==> src/core/daqacr_pkg.sv <==
// Purpose: Shared constants and types for the acquisition control registers
// Assumes: 50 MHz reference clock, byte-wide register port
// Notes: Offsets are byte offsets from the board base
package daqacr_pkg;
  localparam logic [3:0] OFS_START = 4'h0;
  localparam logic [3:0] OFS_FIFO_HI = 4'h1;
  localparam logic [3:0] OFS_CHAN = 4'h2;
  localparam logic [3:0] OFS_IRQ_CLR = 4'h8;
  localparam logic [3:0] OFS_CTRL = 4'h9;
  localparam logic [3:0] OFS_CFG = 4'hA;
  localparam logic [3:0] OFS_ANALOG = 4'hB;
  localparam logic [3:0] OFS_CAL_DATA = 4'hC;
  localparam logic [3:0] OFS_CAL_ADDR = 4'hD;
  localparam logic [3:0] OFS_CAL_CMD = 4'hE;
  localparam logic [3:0] OFS_KEY = 4'hF;
  localparam logic [7:0] EEPROM_KEY = 8'hA5;
  // Control register fields
  localparam int CTRL_AINT_BIT = 7;
  localparam int CTRL_TINT_BIT = 3;
  localparam int CTRL_HWEN_BIT = 1;
  localparam int CTRL_SEL_BIT = 0;
  localparam logic [7:0] CTRL_MASK = 8'h8B;
  // Configuration register fields
  localparam int CFG_CLR_BIT = 7;
  localparam int CFG_PAGE_BIT = 6;
  localparam int CFG_FIFO_MODE_ENABLE_BIT = 5;
  localparam int CFG_SCAN_BIT = 4;
  localparam int CFG_FRQ_BIT = 3;
  localparam int CFG_EXTG_BIT = 2;
  localparam int CFG_C0SRC_BIT = 1;
  localparam int CFG_C12G_BIT = 0;
  // Calibration command fields
  localparam int CAL_EE_GO_BIT = 7;
  localparam int CAL_EE_DIR_BIT = 6;
  localparam int CAL_RELOAD_BIT = 5;
  localparam int CAL_MUX_BIT = 4;
  localparam int CAL_TD_GO_BIT = 3;
  localparam logic [7:0] CTRL_RST = 8'h00;
  localparam logic [6:0] CFG_RST = 7'h00;
  localparam logic [4:0] ANALOG_RST = 5'h00;
  localparam logic [7:0] CHAN_RST = 8'h00;
  // Timing
  localparam int CLK_MHZ = 50;
  localparam int SETTLE_NS = 10000;
  localparam int SCAN_SLOW_NS = 9300;
  localparam int SCAN_FAST_NS = 5300;
  localparam int SETTLE_CYC = (SETTLE_NS * CLK_MHZ + 999) / 1000;
  localparam int SCAN_SLOW_CYC = (SCAN_SLOW_NS * CLK_MHZ + 999) / 1000;
  localparam int SCAN_FAST_CYC = (SCAN_FAST_NS * CLK_MHZ + 999) / 1000;
  localparam int DIV_10MHZ = CLK_MHZ / 10;
  localparam int DIV_1MHZ = CLK_MHZ;
  localparam int DIV_100KHZ = CLK_MHZ * 10;
  localparam int TMR_W = 10;

  typedef struct packed {
    logic scan_interval_select;
    logic range_select;
    logic polarity_select;
    logic gain_bit_high;
    logic gain_bit_low;
  } daqacr_analog_t;

  typedef struct packed {
    logic eeprom_transfer_go;
    logic eeprom_direction;
    logic calibration_reload;
    logic cal_mux_enable;
    logic trimdac_transfer_go;
  } daqacr_cal_t;

  typedef enum logic [1:0] {
    CONV_IDLE,
    CONV_RUN,
    CONV_GAP
  } daqacr_conv_t;
endpackage : daqacr_pkg

==> src/core/daqacr_regs.sv <==
// Purpose: Acquisition control register bank with sample FIFO
// Assumes: Bus strobes and inputs synchronous to i_ref_clk
// Notes: Read data is registered, valid one cycle after the read strobe
`timescale 1ns/1ps

module daqacr_fifo #(
  parameter int WIDTH = 8,
  parameter int DEPTH = 8
) (
  input wire logic i_ref_clk,
  input wire logic i_nrst,
  input wire logic i_clear,
  input wire logic i_in_valid,
  output logic o_in_ready,
  input wire logic [WIDTH-1:0] i_in_data,
  output logic o_out_valid,
  input wire logic i_out_ready,
  output logic [WIDTH-1:0] o_out_data,
  output logic [$clog2(DEPTH):0] o_count
);
  localparam int AW = $clog2(DEPTH);
  initial begin
    if (DEPTH < 2 || (1 << AW) != DEPTH) $error("FIFO depth must be a power of two");
  end
  logic [WIDTH-1:0] mem [DEPTH];
  logic [AW-1:0] wp_q;
  logic [AW-1:0] rp_q;
  logic [AW:0] cnt_q;
  logic push;
  logic pop;
  assign o_in_ready = (cnt_q != AW'(0) + (AW+1)'(DEPTH));
  assign o_out_valid = (cnt_q != '0);
  assign push = i_in_valid && o_in_ready;
  assign pop = i_out_ready && o_out_valid;
  assign o_out_data = mem[rp_q];
  assign o_count = cnt_q;

  always_ff @(posedge i_ref_clk) begin
    if (push) begin
      mem[wp_q] <= i_in_data;
    end
  end

  always_ff @(posedge i_ref_clk or negedge i_nrst) begin
    if (!i_nrst) begin
      wp_q <= '0;
      rp_q <= '0;
      cnt_q <= '0;
    end else if (i_clear) begin
      wp_q <= '0;
      rp_q <= '0;
      cnt_q <= '0;
    end else begin
      if (push) wp_q <= wp_q + AW'(1);
      if (pop) rp_q <= rp_q + AW'(1);
      cnt_q <= cnt_q + (AW+1)'(push) - (AW+1)'(pop);
    end
  end
endmodule : daqacr_fifo

module daqacr_regs import daqacr_pkg::*; #(
  parameter int FIFO_DEPTH = 8,
  parameter logic [7:0] REVISION = 8'h01 // Arbitrary value
) (
  input wire logic i_ref_clk,
  input wire logic i_nrst,
  input wire logic [3:0] i_addr,
  input wire logic i_wr,
  input wire logic i_rd,
  input wire logic [7:0] i_wdata,
  output logic [7:0] o_rdata,
  input wire logic i_single_ended,
  input wire logic i_adc_done,
  input wire logic [15:0] i_adc_data,
  output logic o_adc_start,
  output logic [3:0] o_adc_channel,
  output daqacr_analog_t o_analog_cfg,
  input wire logic i_digital_input_line0,
  input wire logic i_aux_input_line,
  input wire logic i_timer0_out,
  input wire logic i_pacer_out,
  output logic o_ctr0_clk,
  output logic o_ctr1_clk,
  output logic o_ctr12_gate,
  output logic o_ctr_wr,
  output logic o_ctr_rd,
  output logic [1:0] o_ctr_addr,
  output logic [7:0] o_ctr_wdata,
  input wire logic [7:0] i_ctr_rdata,
  output daqacr_cal_t o_cal_cmd,
  output logic [7:0] o_cal_wdata,
  output logic [7:0] o_cal_addr,
  input wire logic i_ee_rdata_valid,
  input wire logic [7:0] i_ee_rdata,
  input wire logic i_eeprom_busy,
  input wire logic i_trimdac_busy,
  output logic o_irq
);
  localparam int CW = $clog2(FIFO_DEPTH) + 1;
  initial begin
    if (FIFO_DEPTH < 4) $error("FIFO depth too small for byte pairs");
  end

  function automatic logic wr_at(input logic [3:0] a, input logic wr, input logic [3:0] ofs);
    wr_at = wr && (a == ofs);
  endfunction : wr_at

  logic [7:0] ctrl_q;
  logic [6:0] cfg_q;
  daqacr_analog_t analog_q;
  logic [7:0] chan_q;
  logic [3:0] cur_ch_q;
  logic [TMR_W-1:0] settle_q;
  logic ovf_q;
  logic unlock_q;
  logic [7:0] cal_data_q;
  logic [7:0] cal_addr_q;
  daqacr_cal_t cal_q;
  daqacr_conv_t state_q;
  logic [TMR_W-1:0] gap_q;
  logic msb_pend_q;
  logic [7:0] msb_q;
  logic [7:0] rdata_q;
  logic [7:0] last_byte_q;
  logic start_q;
  logic irq_q;
  logic tint_q;
  logic aint_q;
  logic digital_input_line0_q;
  logic aux_q;
  logic timer_q;
  logic pacer_q;
  logic [TMR_W-1:0] div1_q;
  logic [TMR_W-1:0] div0_q;
  logic ctr1_clk_q;
  logic ctr0_clk_q;
  logic ctr12_gate_q;
  logic ctr_wr_q;
  logic ctr_rd_q;
  logic [1:0] ctr_addr_q;
  logic [7:0] ctr_wdata_q;
  logic half_q;

  logic page1;
  logic upper;
  logic fifo_clear;
  logic fifo_in_valid;
  logic fifo_in_ready;
  logic [7:0] fifo_in_data;
  logic fifo_out_valid;
  logic [7:0] fifo_out_data;
  logic [CW-1:0] fifo_count;
  logic fifo_pop;
  logic fifo_half;
  logic room2;
  logic trig;
  logic hw_trig;
  logic last_ch;
  logic conv_end;
  logic done_evt;

  assign page1 = cfg_q[CFG_PAGE_BIT];
  assign upper = i_addr[3] && i_addr[2];
  assign fifo_clear = wr_at(i_addr, i_wr, OFS_CFG) && i_wdata[CFG_CLR_BIT];
  assign fifo_half = (fifo_count >= CW'(FIFO_DEPTH / 2));
  assign room2 = (fifo_count <= CW'(FIFO_DEPTH - 2));
  assign fifo_pop = i_rd && (i_addr == OFS_START || i_addr == OFS_FIFO_HI);
  assign last_ch = (cur_ch_q == chan_q[7:4]);

  // Trigger sources
  assign hw_trig = ctrl_q[CTRL_SEL_BIT] ? (i_pacer_out && !pacer_q)
                 : (digital_input_line0_q && !i_digital_input_line0
                    && (!cfg_q[CFG_EXTG_BIT] || i_aux_input_line));
  assign trig = ctrl_q[CTRL_HWEN_BIT] ? hw_trig : wr_at(i_addr, i_wr, OFS_START);

  // Conversion ends after the last scan channel, or after one sample without scan
  assign conv_end = i_adc_done && (state_q == CONV_RUN) && (!cfg_q[CFG_SCAN_BIT] || last_ch);
  assign done_evt = conv_end;

  // FIFO feeding: LSB first, MSB next cycle
  assign fifo_in_valid = (i_adc_done && state_q == CONV_RUN && room2 && !ovf_q) || msb_pend_q;
  assign fifo_in_data = msb_pend_q ? msb_q : i_adc_data[7:0];

  daqacr_fifo #(
    .WIDTH(8),
    .DEPTH(FIFO_DEPTH)
  ) u_fifo (
    .i_ref_clk(i_ref_clk),
    .i_nrst(i_nrst),
    .i_clear(fifo_clear),
    .i_in_valid(fifo_in_valid),
    .o_in_ready(fifo_in_ready),
    .i_in_data(fifo_in_data),
    .o_out_valid(fifo_out_valid),
    .i_out_ready(fifo_pop),
    .o_out_data(fifo_out_data),
    .o_count(fifo_count)
  );

  // Control register
  always_ff @(posedge i_ref_clk or negedge i_nrst) begin
    if (!i_nrst) begin
      ctrl_q <= CTRL_RST;
    end else if (wr_at(i_addr, i_wr, OFS_CTRL)) begin
      ctrl_q <= i_wdata & CTRL_MASK;
    end
  end

  // Configuration register
  always_ff @(posedge i_ref_clk or negedge i_nrst) begin
    if (!i_nrst) begin
      cfg_q <= CFG_RST;
    end else if (wr_at(i_addr, i_wr, OFS_CFG) && !i_wdata[CFG_CLR_BIT]) begin
      cfg_q <= i_wdata[6:0];
    end
  end

  // Analog configuration
  always_ff @(posedge i_ref_clk or negedge i_nrst) begin
    if (!i_nrst) begin
      analog_q <= ANALOG_RST;
    end else if (wr_at(i_addr, i_wr, OFS_ANALOG)) begin
      analog_q <= i_wdata[4:0];
    end
  end

  // Channel range and current channel
  always_ff @(posedge i_ref_clk or negedge i_nrst) begin
    if (!i_nrst) begin
      chan_q <= CHAN_RST;
      cur_ch_q <= '0;
    end else if (wr_at(i_addr, i_wr, OFS_CHAN)) begin
      chan_q <= i_wdata;
      cur_ch_q <= i_wdata[3:0];
    end else if (i_adc_done && state_q == CONV_RUN) begin
      cur_ch_q <= last_ch ? chan_q[3:0] : cur_ch_q + 4'h1;
    end
  end

  // Settling timer
  always_ff @(posedge i_ref_clk or negedge i_nrst) begin
    if (!i_nrst) begin
      settle_q <= '0;
    end else if (wr_at(i_addr, i_wr, OFS_CHAN) || wr_at(i_addr, i_wr, OFS_ANALOG)) begin
      settle_q <= TMR_W'(SETTLE_CYC);
    end else if (settle_q != '0) begin
      settle_q <= settle_q - TMR_W'(1);
    end
  end

  // Conversion sequencer
  always_ff @(posedge i_ref_clk or negedge i_nrst) begin
    if (!i_nrst) begin
      state_q <= CONV_IDLE;
      gap_q <= '0;
      start_q <= 1'b0;
    end else begin
      start_q <= 1'b0;
      case (state_q)
        CONV_IDLE: begin
          if (trig) begin
            state_q <= CONV_RUN;
            start_q <= 1'b1;
          end
        end
        CONV_RUN: begin
          if (conv_end) begin
            state_q <= CONV_IDLE;
          end else if (i_adc_done) begin
            state_q <= CONV_GAP;
            gap_q <= analog_q.scan_interval_select ? TMR_W'(SCAN_FAST_CYC - 2)
                                                   : TMR_W'(SCAN_SLOW_CYC - 2);
          end
        end
        CONV_GAP: begin
          if (gap_q == '0) begin
            state_q <= CONV_RUN;
            start_q <= 1'b1;
          end else begin
            gap_q <= gap_q - TMR_W'(1);
          end
        end
        default: state_q <= CONV_IDLE;
      endcase
    end
  end

  // FIFO byte pairing and overflow
  always_ff @(posedge i_ref_clk or negedge i_nrst) begin
    if (!i_nrst) begin
      msb_pend_q <= 1'b0;
      msb_q <= '0;
      ovf_q <= 1'b0;
    end else begin
      if (msb_pend_q && fifo_in_ready) begin
        msb_pend_q <= 1'b0;
      end
      if (i_adc_done && state_q == CONV_RUN) begin
        if (room2 && !ovf_q) begin
          msb_pend_q <= 1'b1;
          msb_q <= i_adc_data[15:8];
        end else begin
          ovf_q <= 1'b1;
        end
      end else if (fifo_clear) begin
        ovf_q <= 1'b0;
      end
      if (fifo_clear) begin
        msb_pend_q <= 1'b0;
      end
    end
  end

  // Input edge history
  always_ff @(posedge i_ref_clk or negedge i_nrst) begin
    if (!i_nrst) begin
      digital_input_line0_q <= 1'b1;
      aux_q <= 1'b1;
      timer_q <= 1'b0;
      pacer_q <= 1'b0;
      half_q <= 1'b0;
    end else begin
      digital_input_line0_q <= i_digital_input_line0;
      aux_q <= i_aux_input_line;
      timer_q <= i_timer0_out;
      pacer_q <= i_pacer_out;
      half_q <= fifo_half;
    end
  end

  // Interrupt request flip-flop; a new event wins over the clear write
  always_ff @(posedge i_ref_clk or negedge i_nrst) begin
    if (!i_nrst) begin
      aint_q <= 1'b0;
      tint_q <= 1'b0;
      irq_q <= 1'b0;
    end else begin
      logic a_evt;
      logic t_evt;
      a_evt = 1'b0;
      t_evt = 1'b0;
      a_evt = ctrl_q[CTRL_AINT_BIT] && (cfg_q[CFG_FIFO_MODE_ENABLE_BIT] ? (fifo_half && !half_q) : done_evt);
      t_evt = ctrl_q[CTRL_TINT_BIT] && i_timer0_out && !timer_q;
      if (a_evt) aint_q <= 1'b1;
      else if (wr_at(i_addr, i_wr, OFS_IRQ_CLR)) aint_q <= 1'b0;
      if (t_evt) tint_q <= 1'b1;
      else if (wr_at(i_addr, i_wr, OFS_IRQ_CLR)) tint_q <= 1'b0;
      if (a_evt || t_evt) irq_q <= 1'b1;
      else if (wr_at(i_addr, i_wr, OFS_IRQ_CLR)) irq_q <= 1'b0;
    end
  end

  // Counter clocks and gates
  always_ff @(posedge i_ref_clk or negedge i_nrst) begin
    if (!i_nrst) begin
      div1_q <= '0;
      div0_q <= '0;
      ctr1_clk_q <= 1'b0;
      ctr0_clk_q <= 1'b0;
      ctr12_gate_q <= 1'b1;
    end else begin
      ctr1_clk_q <= 1'b0;
      if (div1_q == '0) begin
        div1_q <= cfg_q[CFG_FRQ_BIT] ? TMR_W'(DIV_1MHZ - 1) : TMR_W'(DIV_10MHZ - 1);
        ctr1_clk_q <= 1'b1;
      end else begin
        div1_q <= div1_q - TMR_W'(1);
      end
      ctr0_clk_q <= 1'b0;
      if (cfg_q[CFG_C0SRC_BIT]) begin
        if (!i_aux_input_line) begin
          div0_q <= div0_q;
        end else if (div0_q == '0) begin
          div0_q <= TMR_W'(DIV_100KHZ - 1);
          ctr0_clk_q <= 1'b1;
        end else begin
          div0_q <= div0_q - TMR_W'(1);
        end
      end else begin
        ctr0_clk_q <= aux_q && !i_aux_input_line;
      end
      ctr12_gate_q <= cfg_q[CFG_C12G_BIT] ? i_digital_input_line0 : 1'b1;
    end
  end

  // Counter chip access on page 0
  always_ff @(posedge i_ref_clk or negedge i_nrst) begin
    if (!i_nrst) begin
      ctr_wr_q <= 1'b0;
      ctr_rd_q <= 1'b0;
      ctr_addr_q <= '0;
      ctr_wdata_q <= '0;
    end else begin
      ctr_wr_q <= i_wr && upper && !page1;
      ctr_rd_q <= i_rd && upper && !page1;
      if ((i_wr || i_rd) && upper && !page1) begin
        ctr_addr_q <= i_addr[1:0];
        ctr_wdata_q <= i_wdata;
      end
    end
  end

  // Calibration registers on page 1
  always_ff @(posedge i_ref_clk or negedge i_nrst) begin
    if (!i_nrst) begin
      unlock_q <= 1'b0;
      cal_data_q <= '0;
      cal_addr_q <= '0;
      cal_q <= '0;
    end else begin
      cal_q.eeprom_transfer_go <= 1'b0;
      cal_q.calibration_reload <= 1'b0;
      cal_q.trimdac_transfer_go <= 1'b0;
      if (wr_at(i_addr, i_wr, OFS_CFG) && !i_wdata[CFG_CLR_BIT] && i_wdata[CFG_PAGE_BIT]) begin
        unlock_q <= 1'b0;
      end else if (wr_at(i_addr, i_wr, OFS_KEY) && page1) begin
        unlock_q <= (i_wdata == EEPROM_KEY);
      end
      if (page1 && wr_at(i_addr, i_wr, OFS_CAL_DATA)) begin
        cal_data_q <= i_wdata;
      end else if (i_ee_rdata_valid) begin
        cal_data_q <= i_ee_rdata;
      end
      if (page1 && wr_at(i_addr, i_wr, OFS_CAL_ADDR)) begin
        cal_addr_q <= i_wdata;
      end
      if (page1 && wr_at(i_addr, i_wr, OFS_CAL_CMD)) begin
        cal_q.eeprom_transfer_go <= i_wdata[CAL_EE_GO_BIT] && unlock_q && !i_eeprom_busy;
        cal_q.eeprom_direction <= i_wdata[CAL_EE_DIR_BIT];
        cal_q.calibration_reload <= i_wdata[CAL_RELOAD_BIT];
        cal_q.cal_mux_enable <= i_wdata[CAL_MUX_BIT];
        cal_q.trimdac_transfer_go <= i_wdata[CAL_TD_GO_BIT] && !i_trimdac_busy;
      end
    end
  end

  // Register read mux
  always_ff @(posedge i_ref_clk or negedge i_nrst) begin
    if (!i_nrst) begin
      rdata_q <= '0;
      last_byte_q <= '0;
    end else if (i_rd) begin
      case (i_addr)
        OFS_START, OFS_FIFO_HI: begin
          rdata_q <= fifo_out_valid ? fifo_out_data : last_byte_q;
          if (fifo_out_valid) last_byte_q <= fifo_out_data;
        end
        OFS_CHAN: rdata_q <= chan_q;
        OFS_IRQ_CLR: rdata_q <= {state_q != CONV_IDLE, tint_q, i_single_ended, aint_q, cur_ch_q};
        OFS_CTRL: rdata_q <= ctrl_q;
        OFS_CFG: rdata_q <= {settle_q != '0, cfg_q[6:3], ovf_q, fifo_half, !fifo_out_valid};
        OFS_ANALOG: rdata_q <= {cfg_q[2:0], 1'b0, analog_q[3:0]};
        OFS_CAL_DATA, OFS_CAL_ADDR, OFS_CAL_CMD, OFS_KEY: begin
          if (!page1) begin
            rdata_q <= i_ctr_rdata;
          end else begin
            case (i_addr[1:0])
              2'h0: rdata_q <= cal_data_q;
              2'h1: rdata_q <= cal_addr_q;
              2'h2: rdata_q <= {1'b0, i_trimdac_busy, i_eeprom_busy, cal_q.cal_mux_enable,
                                cal_q.trimdac_transfer_go, 3'h0};
              default: rdata_q <= REVISION;
            endcase
          end
        end
        default: rdata_q <= 8'h00;
      endcase
    end
  end

  assign o_rdata = rdata_q;
  assign o_adc_start = start_q;
  assign o_adc_channel = cur_ch_q;
  assign o_analog_cfg = analog_q;
  assign o_ctr0_clk = ctr0_clk_q;
  assign o_ctr1_clk = ctr1_clk_q;
  assign o_ctr12_gate = ctr12_gate_q;
  assign o_ctr_wr = ctr_wr_q;
  assign o_ctr_rd = ctr_rd_q;
  assign o_ctr_addr = ctr_addr_q;
  assign o_ctr_wdata = ctr_wdata_q;
  assign o_cal_cmd = cal_q;
  assign o_cal_wdata = cal_data_q;
  assign o_cal_addr = cal_addr_q;
  assign o_irq = irq_q;
endmodule : daqacr_regs

==> config.mk <==
export PLATFORM = sky130hd
export DESIGN_NAME = daqacr_regs
export DESIGN_NICKNAME = d
export VERILOG_FILES = /design/src/core/daqacr_pkg.sv /design/src/core/daqacr_regs.sv
export SDC_FILE = /design/constraint.sdc
export NUM_CORES = 1
export LEC_CHECK = 0
export BUFFER_PORTS_ARGS = -buffer_cell sky130_fd_sc_hd__clkbuf_2
export CAP_MARGIN = 20
export CORE_MARGIN = 5
export CORE_UTILIZATION = 30
export DETAILED_ROUTE_END_ITERATION = 10
export GPL_TIMING_DRIVEN = 0
export PLACE_DENSITY = 0.48
export REMOVE_ABC_BUFFERS = 1
export SLEW_MARGIN = 20
export SYNTH_ARGS = -nofsm -noshare
export SYNTH_HDL_FRONTEND = slang
export SYNTH_SLANG_ARGS = --single-unit
==> constraint.sdc <==
create_clock -name i_ref_clk -period 3.1 [get_ports i_ref_clk]
set_input_delay 0.31 -clock i_ref_clk [delete_from_list [all_inputs] [get_ports i_ref_clk]]
set_output_delay 0.31 -clock i_ref_clk [all_outputs]
set_load 0.05 [all_outputs]
==> impl_summary.txt, run 1 <==
----------------------------------------------------
[Status]
  Outcome ... finished, final reports clean

[Floorplan]
  Die Outline Area ... 37300 sq um
  Initial core utilization ... 30.2%
  Area of the core ... 33300 sq um
  I/O pin cnt ... 112
  DIE HEIGHT ... 193 microns
  Chip Width ... 193 microns
  Total number of placement rows ... 67

[Synthesis]
  Proportion of synthesized chip area in sequential cells ... 57.0%
  Combined area of all synthesized cells ... 10000 sq um
  FF+latch count, synth ... 216
  Async set-reset flop share out of synthesis ... 70.4%
  Number of enable-type register cells in the synthesized netlist ... 64
  YS warnings ... 0
  Number of distinct library cells after synthesis ... 81
  Mean Syn Cell Area ... between 10 and 15 sq um
  Mapped Cells ... 854
  Flip-flop cell with the highest count after synthesis ... sky130_fd_sc_hd__dfrtp_1

[CTS]
  Max H-tree Level ... 1
  CTS Root Buffer Type ... sky130_fd_sc_hd__clkbuf_16
  Worst-case clock buffer depth ... 3
  CTS tree ... yes
  Clk slew on worst S/H paths ... 0.06 ns
  Worst-skew pair later-pin latency ... 0.52 ns
  Inserted Clock Buffers ... 26
  Clk sinks ... 216

[STA]
  Worst hold slack after final layout ... 0.0875 ns
  Final period demand of the worst path ... 2.90 ns
  Max-slew violation total from the final report ... 0
  Final number of hold-violating endpoints ... 0
  Part of the cycle the worst path needs ... between 90% and 100%
  Clock skew ... 0.0139 ns
  Worst setup slack after layout ... around 0.20 ns
  Headroom to the max-slew limit ... approximately two fifths
  Setup Viol. Count Final ... 0
  RSZ-0062 raised after global routing ... no
  Aggregate negative setup slack ... 0 ns
  Maximum clock frequency ... approximately 350 MHz
  Actual transition at the worst max-transition pin ... 0.922 ns

[Placement]
  Worst setup slack after placement ... -0.293 ns
  Cell count after placement ... 1391
  Count of port buffers added during placement ... 111
  Gp weighted congestion ... 0.802
  HPWL Detailed ... 19.7 mm

[Global routing]
  Vias in the first global route ... 7132
  Number of antenna violations at the first check in global routing ... 1
  Pin count of the biggest net entering global routing ... 66
  Total GRT Usage ... 14.6%
  Total gr overflow ... 0
  Global-route wire length before repair ... roughly 42 mm

[Detailed routing]
  Total Routed Length ... around 28 mm
  DRC errors left ... 0
  Detailed Routing Iterations Pass 1 ... 5
  Vias per std cell ... 4.86
  Number of routed nets with antenna violations ... 0
  Number of vias in the routed layout ... 7064
  Initial drt markers ... 481
  Routed length per placed instance ... about 19 microns

[Worst hold path]
  Hold Crit Class ... input port to flip-flop
  Worst hold stages ... 3

[Critical path]
  Ordered list of cells on the worst path ... nand3b_1 -> a2111oi_4 -> o21ai_2 -> inv_1 -> nand2b_2 -> nor3b_2 -> buf_4
  Data required time of the critical path ... about 3.3 ns
  Slowest stage cell on the critical path ... sky130_fd_sc_hd__a2111oi_4
  Largest fanout on the critical path ... 11
  Crit. End Element ... flip-flop
  Gate family responsible for the most delay along the worst path ... simple AND/OR/NAND/NOR gates
  Worst path max stage delay ... 0.51 ns
  Logic depth of the worst path, buffers included ... 7
  Setup CP Type ... flip-flop to flip-flop
  Logic depth of the worst register-to-register path ... 7
  Buffers & Inverters on Critical Path ... 2
  Data arrival, critical path ... 3.12 ns
  Crit path launch type ... flip-flop

[Flow run]
  Max_cap viols ... 0

[Pwr]
  Power Dens Cells ... 826 nW/um^2
  Worst IR Drop VDD ... 0.446 mV
  Leak pwr ... between 5 and 6 nW

[Final layout]
  Post-layout nets ... 1060
  Fill cell instance count of the final layout ... 3292
  Flip-flop and latch area ... 5730 sq um
  Post-layout instance count excluding filler cells ... 1454
  Area occupied by multi-input gates ... just over 4000 sq um
  Number of diodes ... 0
  Share of post-route cells with drive strength above 1 ... 26.7%
  Syn-to-layout area delta ... 21.3%
  Finished Core Util ... between 30% and 40%

----------------------------------------------------
## registers in the layout, indices dropped and copies added (netlist names), 5 cells and up
signal,count
o_rdata,8
u_fifo.mem,64
settle_q,10
msb_q,8
cfg_q,7
div0_q,10
o_analog_cfg,5
o_cal_wdata,8
o_cal_addr,8
chan_q,8
o_ctr_wdata,8
o_cal_cmd,5
last_byte_q,8
div1_q,10
gap_q,10
## through the flow
stage                     power, mW  area, sq um
final                          10.1        12200
after floorplan                6.21         9900
after global placement         7.06        11000
after CTS                      10.2        12200
after detailed placement       7.14        11200
after global routing           10.7        12200
## cell families (layout without fill, tap and decap cells)
family / Yosys count / count (layout) / share of synthesized area (%)
compound gates: 141 / 141 / 9.55
simple gates: 306 / 306 / 15.0
xor+xnor: 22 / 22 / 1.92
mux: 92 / 92 / 11.8
buf+inv: 60 / 212 / 2.54
flops: 216 / 216 / 57.0
fa+ha+maj: 17 / 17 / 2.19
## metal layers
layer  part of all wire (%)  GRT usage (%)  vias up  wire (microns)
li1                       -              -     3375               -
met1                     45           19.7     3492           12400
met2                     49           24.8      160           13500
met3                    4.8           2.63       35            1330
met4                    1.9           3.13        2             539
met5                  0.068              0        -              19
## cell usage after synthesis, types with 7 or more instances
cell type                  instances  area (sq um)
sky130_fd_sc_hd__o21ai_0          46           230
sky130_fd_sc_hd__clkbuf_1         14          52.6
sky130_fd_sc_hd__a31oi_1          12          75.1
sky130_fd_sc_hd__nand2_1         112           420
sky130_fd_sc_hd__nor2b_1          15          93.8
sky130_fd_sc_hd__dfrtp_1         149          3730
sky130_fd_sc_hd__edfxtp_1         64          1920
sky130_fd_sc_hd__mux2_2           51           574
sky130_fd_sc_hd__nor3_1           22           110
sky130_fd_sc_hd__buf_2            12          60.1
sky130_fd_sc_hd__xnor2_1          12           105
sky130_fd_sc_hd__nor3b_1           7          52.6
sky130_fd_sc_hd__mux4_2           16           360
sky130_fd_sc_hd__mux2i_1          25           250
sky130_fd_sc_hd__ha_1             16           200
sky130_fd_sc_hd__a22oi_1           7          52.6
sky130_fd_sc_hd__nand3_1          20           100
sky130_fd_sc_hd__inv_1            27           101
sky130_fd_sc_hd__nand2b_1          7          43.8
sky130_fd_sc_hd__xor2_1           10          87.6
sky130_fd_sc_hd__a21oi_1          20           100
sky130_fd_sc_hd__nor2_1           69           259
sky130_fd_sc_hd__and3_1            7          43.8
## layout make-up
cell class	count	share of cell area, %
Clock buffer	34	5.92
Clock inverter	14	1.04
Inverter	29	0.924
Multi-Input combinational cell	578	33.8
Sequential cell	216	47.0
Tap cell	448	4.60
Timing Repair Buffer	135	6.72
## worst register-to-register path, cell delays in order, from the launching register on
cell	delay (ns)
sky130_fd_sc_hd__dfrtp_1	0.43
sky130_fd_sc_hd__nand3b_1	0.49
sky130_fd_sc_hd__a2111oi_4	0.51
sky130_fd_sc_hd__o21ai_2	0.14
sky130_fd_sc_hd__inv_1	0.18
sky130_fd_sc_hd__nand2b_2	0.13
sky130_fd_sc_hd__nor3b_2	0.48
sky130_fd_sc_hd__buf_4	0.25
## path summary, 6_finish.rpt
kind	end	slack, ns	from
setup reg to reg	u_fifo.mem[2][2]	0.20	state_q[1]
min in group asynchronous	div0_q[8]	0.28	i_nrst
hold reg to reg	o_ctr12_gate	0.44	cfg_q[0]
max in group asynchronous	u_fifo.rp_q[0]	2.15	i_nrst
setup / recovery	u_fifo.mem[2][2]	0.20	state_q[1]
hold / removal	o_cal_wdata[3]	0.09	i_ee_rdata[3]
## report_power, final
group | switching, mW | internal [mW]
registers | 0.750 | 3.61
logic | 1.57 | 1.14
clock network | 1.19 | 1.81
total | 3.51 | 6.55
## repair_timing
action,4_1_cts,5_1_grt
buffers inserted,1,0
pin swaps,1,0
gates resized for setup,4,2
setup endpoints to repair,27,3
hold endpoints to repair,46,0
hold buffers,14,0
## cell usage in the layout (no fill, tap or decap), drive strengths merged, types with 9 or more instances in the layout
master	netlist	layout
dlygate4sd3	0	14
a31oi	13	13
buf	17	10
mux2	51	51
clkinv	2	10
clkbuf	14	145
dfrtp	149	149
edfxtp	64	64
xnor2	12	12
mux4	16	16
o21ai	47	47
nor2	70	70
inv	27	28
nor2b	15	15
mux2i	25	25
nor3	23	23
a21oi	20	20
ha	16	16
nand2	114	114
nand3	20	20
nand2b	9	9
xor2	10	10
Note: power is estimated with default switching activity, not from simulation.
==> inputs of run 2 (changes only) <==
ABC_AREA = 1   (was not set)
==> run 2 against run 1 <==
Effect of this change: core utilization decreased by 0.17 points; final area rose by 2.8%; global-route usage up 0.16 points; clock skew fell by 0.0015 ns; synthesized cell count grew 44%; sequential share of layout area is 1.3 points lower; cell count rose by 26%; setup slack improved by 0.15 ns; sequential cell count unchanged; clock power rose by 6%; critical path type unchanged; largest power group unchanged.
==> impl_summary.txt, run 2 <==
----------------------------------------------------
[Critical path]
  Data required time of the critical path ... 3.24 ns (was 3.33 ns)
  Crit path launch type ... flip-flop (unchanged)
  Crit. End Element ... flip-flop (unchanged)
  Slowest stage cell on the critical path ... sky130_fd_sc_hd__nor2_1 (was sky130_fd_sc_hd__a2111oi_4)
  Setup CP Type ... flip-flop to flip-flop (unchanged)
  Data arrival, critical path ... 2.89 ns (was 3.12 ns)
  Buffers & Inverters on Critical Path ... 3 (was 2)
  Worst path max stage delay ... 0.80 ns (was 0.51 ns)
  Gate family responsible for the most delay along the worst path ... simple AND/OR/NAND/NOR gates (unchanged)
  Ordered list of cells on the worst path ... inv_1 -> ha_1 -> nand2_1 -> nand2_1 -> nand2_1 -> nand3_4 -> clkinv_2 -> o21ai_1 -> inv_2 -> nand2_2 -> nor2_1 (was nand3b_1 -> a2111oi_4 -> o21ai_2 -> inv_1 -> nand2b_2 -> nor3b_2 -> buf_4)
  CP dominant cell by count ... sky130_fd_sc_hd__nand2_1
  Largest fanout on the critical path ... 10 (was 11)

[Synthesis]
  Top cell type by total area after synthesis ... sky130_fd_sc_hd__dfrtp_1 (unchanged)
  Proportion of synthesized chip area in sequential cells ... 55.0% (was 57.0%)
  Synth top area share ... 35.8% (was 37.1%)
  Mapped Cells ... 1226 (was 854)
  Async set-reset flop share out of synthesis ... 70.4% (unchanged)
  Top cells by area, synth ... sky130_fd_sc_hd__dfrtp_1 (36%), sky130_fd_sc_hd__edfxtp_1 (18%), sky130_fd_sc_hd__nand2_1 (15%) (was sky130_fd_sc_hd__dfrtp_1 (37%), sky130_fd_sc_hd__edfxtp_1 (19%), sky130_fd_sc_hd__mux2_2 (5.7%))
  Number of enable-type register cells in the synthesized netlist ... 64 (unchanged)
  Mean Syn Cell Area ... 8.49 sq um (was 11.8 sq um)
  YS warnings ... 0 (unchanged)
  Number of distinct library cells after synthesis ... 45 (was 81)
  Flip-flop cell with the highest count after synthesis ... sky130_fd_sc_hd__dfrtp_1 (unchanged)
  Most common cell in the netlist ... sky130_fd_sc_hd__nand2_1 (was sky130_fd_sc_hd__dfrtp_1)
  Combined area of all synthesized cells ... 10400 sq um (was 10000 sq um)
  Ranking of synthesized cells by instance count ... sky130_fd_sc_hd__nand2_1 (403), sky130_fd_sc_hd__dfrtp_1 (149), sky130_fd_sc_hd__inv_1 (145), sky130_fd_sc_hd__nand3_1 (109), sky130_fd_sc_hd__nor2_1 (91) (was sky130_fd_sc_hd__dfrtp_1 (149), sky130_fd_sc_hd__nand2_1 (112), sky130_fd_sc_hd__nor2_1 (69), sky130_fd_sc_hd__edfxtp_1 (64), sky130_fd_sc_hd__mux2_2 (51))
  FF+latch count, synth ... 216 (unchanged)

[Final layout]
  Leading cell type in the layout, fill and taps excluded ... sky130_fd_sc_hd__nand2_1 (was sky130_fd_sc_hd__dfrtp_1)
  Fill cell instance count of the final layout ... 3622 (was 3292)
  Share of post-route cells with drive strength above 1 ... 15.3% (was 26.7%)
  Syn-to-layout area delta ... 20.3% (was 21.3%)
  Number of diodes ... 0 (unchanged)
  Final cell area excluding filler cells ... 12500 sq um (was 12200 sq um)
  Post-layout nets ... 1430 (was 1060)
  Finished Core Util ... 36.4% (was 36.6%)
  Largest register by flop count ... u_fifo.mem (unchanged)
  Number of flip-flops in the largest register ... 64 (unchanged)
  Commonest non-fill, non-tap cells in the layout ... sky130_fd_sc_hd__nand2_1 (403), sky130_fd_sc_hd__dfrtp_1 (148), sky130_fd_sc_hd__inv_1 (145) (was sky130_fd_sc_hd__dfrtp_1 (148), sky130_fd_sc_hd__nand2_1 (111), sky130_fd_sc_hd__clkbuf_2 (110))
  Area occupied by multi-input gates ... 3940 sq um (was 4120 sq um)
  Flip-flop and latch area ... 5730 sq um (unchanged)

[STA]
  Actual transition at the worst max-transition pin ... 1.05 ns (was 0.922 ns)
  Part of the cycle the worst path needs ... 88.8% (was 93.5%)
  Max-slew violation total from the final report ... 0 (unchanged)
  Clock skew ... 0.0124 ns (was 0.0139 ns)
  RSZ-0062 raised after global routing ... no (unchanged)
  Setup Viol. Count Final ... 0 (unchanged)
  Final period demand of the worst path ... 2.75 ns (was 2.90 ns)
  Final number of hold-violating endpoints ... 0 (unchanged)
  Headroom to the max-slew limit ... 29.7% (was 38.4%)
  Maximum clock frequency ... 363 MHz (was 345 MHz)

[Placement]
  Cell Area, Placed ... 11500 sq um (was 11200 sq um)
  Count of port buffers added during placement ... 111 (unchanged)
  Gp weighted congestion ... 0.827 (was 0.802)
  HPWL Detailed ... 20.4 mm (was 19.7 mm)

[Detailed routing]
  Detailed Routing Iterations Pass 1 ... 5 (unchanged)
  Routed length per placed instance ... 15.5 microns (was 19.1 microns)
  Number of routed nets with antenna violations ... 0 (unchanged)
  Total Routed Length ... 28.3 mm (was 27.8 mm)
  DRC errors left ... 0 (unchanged)
  Number of vias in the routed layout ... 8225 (was 7064)
  Vias per std cell ... 4.49 (was 4.86)
  Initial drt markers ... 555 (was 481)

[Floorplan]
  I/O pin cnt ... 112 (unchanged)
  Area of the core ... 34400 sq um (was 33300 sq um)
  DIE HEIGHT ... 196 microns (was 193 microns)
  Initial core utilization ... 30.3% (was 30.2%)
  Chip Width ... 196 microns (was 193 microns)
  Die Outline Area ... 38500 sq um (was 37300 sq um)
  Total number of placement rows ... 68 (was 67)

[Global routing]
  Vias in the first global route ... 8387 (was 7132)
  Number of antenna violations at the first check in global routing ... 1 (unchanged)
  Pin count of the biggest net entering global routing ... 67 (was 66)
  Global-route wire length before repair ... 46.1 mm (was 42.4 mm)
  Total gr overflow ... 0 (unchanged)
  Total GRT Usage ... 14.8% (was 14.6%)

[CTS]
  Max H-tree Level ... 1 (unchanged)
  Clk slew on worst S/H paths ... 0.06 ns (about the same)
  Worst-skew pair later-pin latency ... 0.53 ns (was 0.52 ns)
  CTS tree ... yes (unchanged)
  Inserted Clock Buffers ... 26 (unchanged)
  Worst-case clock buffer depth ... 3 (unchanged)
  CTS Root Buffer Type ... sky130_fd_sc_hd__clkbuf_16 (unchanged)
  Clk sinks ... 216 (unchanged)

[Worst hold path]
  Hold Crit Class ... input port to flip-flop (unchanged)

[Pwr]
  Worst IR Drop VDD ... 0.490 mV (was 0.446 mV)
  Leak pwr ... 6.15 nW (was 5.13 nW)
  Overall power consumption ... 10.4 mW (was 10.1 mW)
  Power Dens Cells ... 833 nW/um^2 (was 826 nW/um^2)

[Flow run]
  Max_cap viols ... 0 (unchanged)

[Status]
  Outcome ... finished, final reports clean (unchanged)

----------------------------------------------------
-- run 2: cells by family (layout without fill, tap and decap cells) --
group	after synthesis	count (layout)	share of synthesized area, %
simple gates	652	652	26.5
flops	216	216	55.0
buf+inv	190	340	7.10
compound gates	116	116	6.12
xor+xnor	27	27	2.27
fa+ha+maj	17	17	2.12
mux	8	8	0.865
-- run 2: final timing paths --
path / start / endpoint / slack [ns] / depth (start not counted)
max in group asynchronous: i_nrst / u_fifo.rp_q[0] / 1.91 / 4
worst max register to register: u_fifo.o_count[3] / u_fifo.mem[2][4] / 0.35 / 11
worst min-delay path: i_wdata[2] / chan_q[2] / 0.03 / 3
min in group asynchronous: i_nrst / div0_q[8] / 0.22 / 2
worst min register to register: cfg_q[0] / o_ctr12_gate / 0.46 / 1
worst max-delay path: u_fifo.o_count[3] / u_fifo.mem[2][4] / 0.35 / 11
-- run 2: layout make-up --
type	count	area share, %
clock buffer	33	5.73
inverter	164	4.93
sequential	216	45.7
tap	455	4.54
clock inverter	15	1.43
timing repair buffer	128	6.14
multi-input combinational	820	31.5
-- run 2: repair_timing --
| item | CTS | global route |
|---|---|---|
| setup buffers | 0 | 0 |
| endpoints found under the hold margin | 95 | 0 |
| setup endpoints to repair | 1 | 0 |
| gates resized for setup | 1 | 0 |
| hold buffers | 15 | 0 |
-- run 2: routing by layer --
| layer | vias to the layer above | wire length, microns | track usage [%] |
|---|---|---|---|
| met2 | 128 | 12900 | 23.4 |
| met4 | 0 | 716 | 3.90 |
| met3 | 43 | 1150 | 2.16 |
| li1 | 4181 | - | - |
| met5 | - | 0 | 0 |
| met1 | 3873 | 13600 | 21.3 |
-- run 2: report_power, final --
part           switching, mW  internal (mW)  leakage, nW
sequential             0.619           3.56         2.46
clock                   1.21           1.97        0.450
combinational           2.07           1.01         3.25
-- run 2: worst reg2reg max path, stage by stage (launching register included) --
cell                       delay (ns)
sky130_fd_sc_hd__dfrtp_1         0.34
sky130_fd_sc_hd__inv_1           0.09
sky130_fd_sc_hd__ha_1            0.19
sky130_fd_sc_hd__nand2_1         0.06
sky130_fd_sc_hd__nand2_1         0.04
sky130_fd_sc_hd__nand2_1         0.11
sky130_fd_sc_hd__nand3_4         0.17
sky130_fd_sc_hd__clkinv_2        0.21
sky130_fd_sc_hd__o21ai_1         0.11
sky130_fd_sc_hd__inv_2           0.15
sky130_fd_sc_hd__nand2_2         0.09
sky130_fd_sc_hd__nor2_1          0.80
-- run 2: metrics by stage --
stage,TNS [ns],cells,setup slack (ns),hold WS [ns]
after floorplan,0,1200,0.793,0.0144
after global placement,-194.41,1766,-1.27,0.412
after detailed placement,0,1768,0.0230,0.206
after CTS,0,1831,0.256,0.00505
after global routing,0,1831,0.101,0.0414
final,0,1831,0.347,0.0317
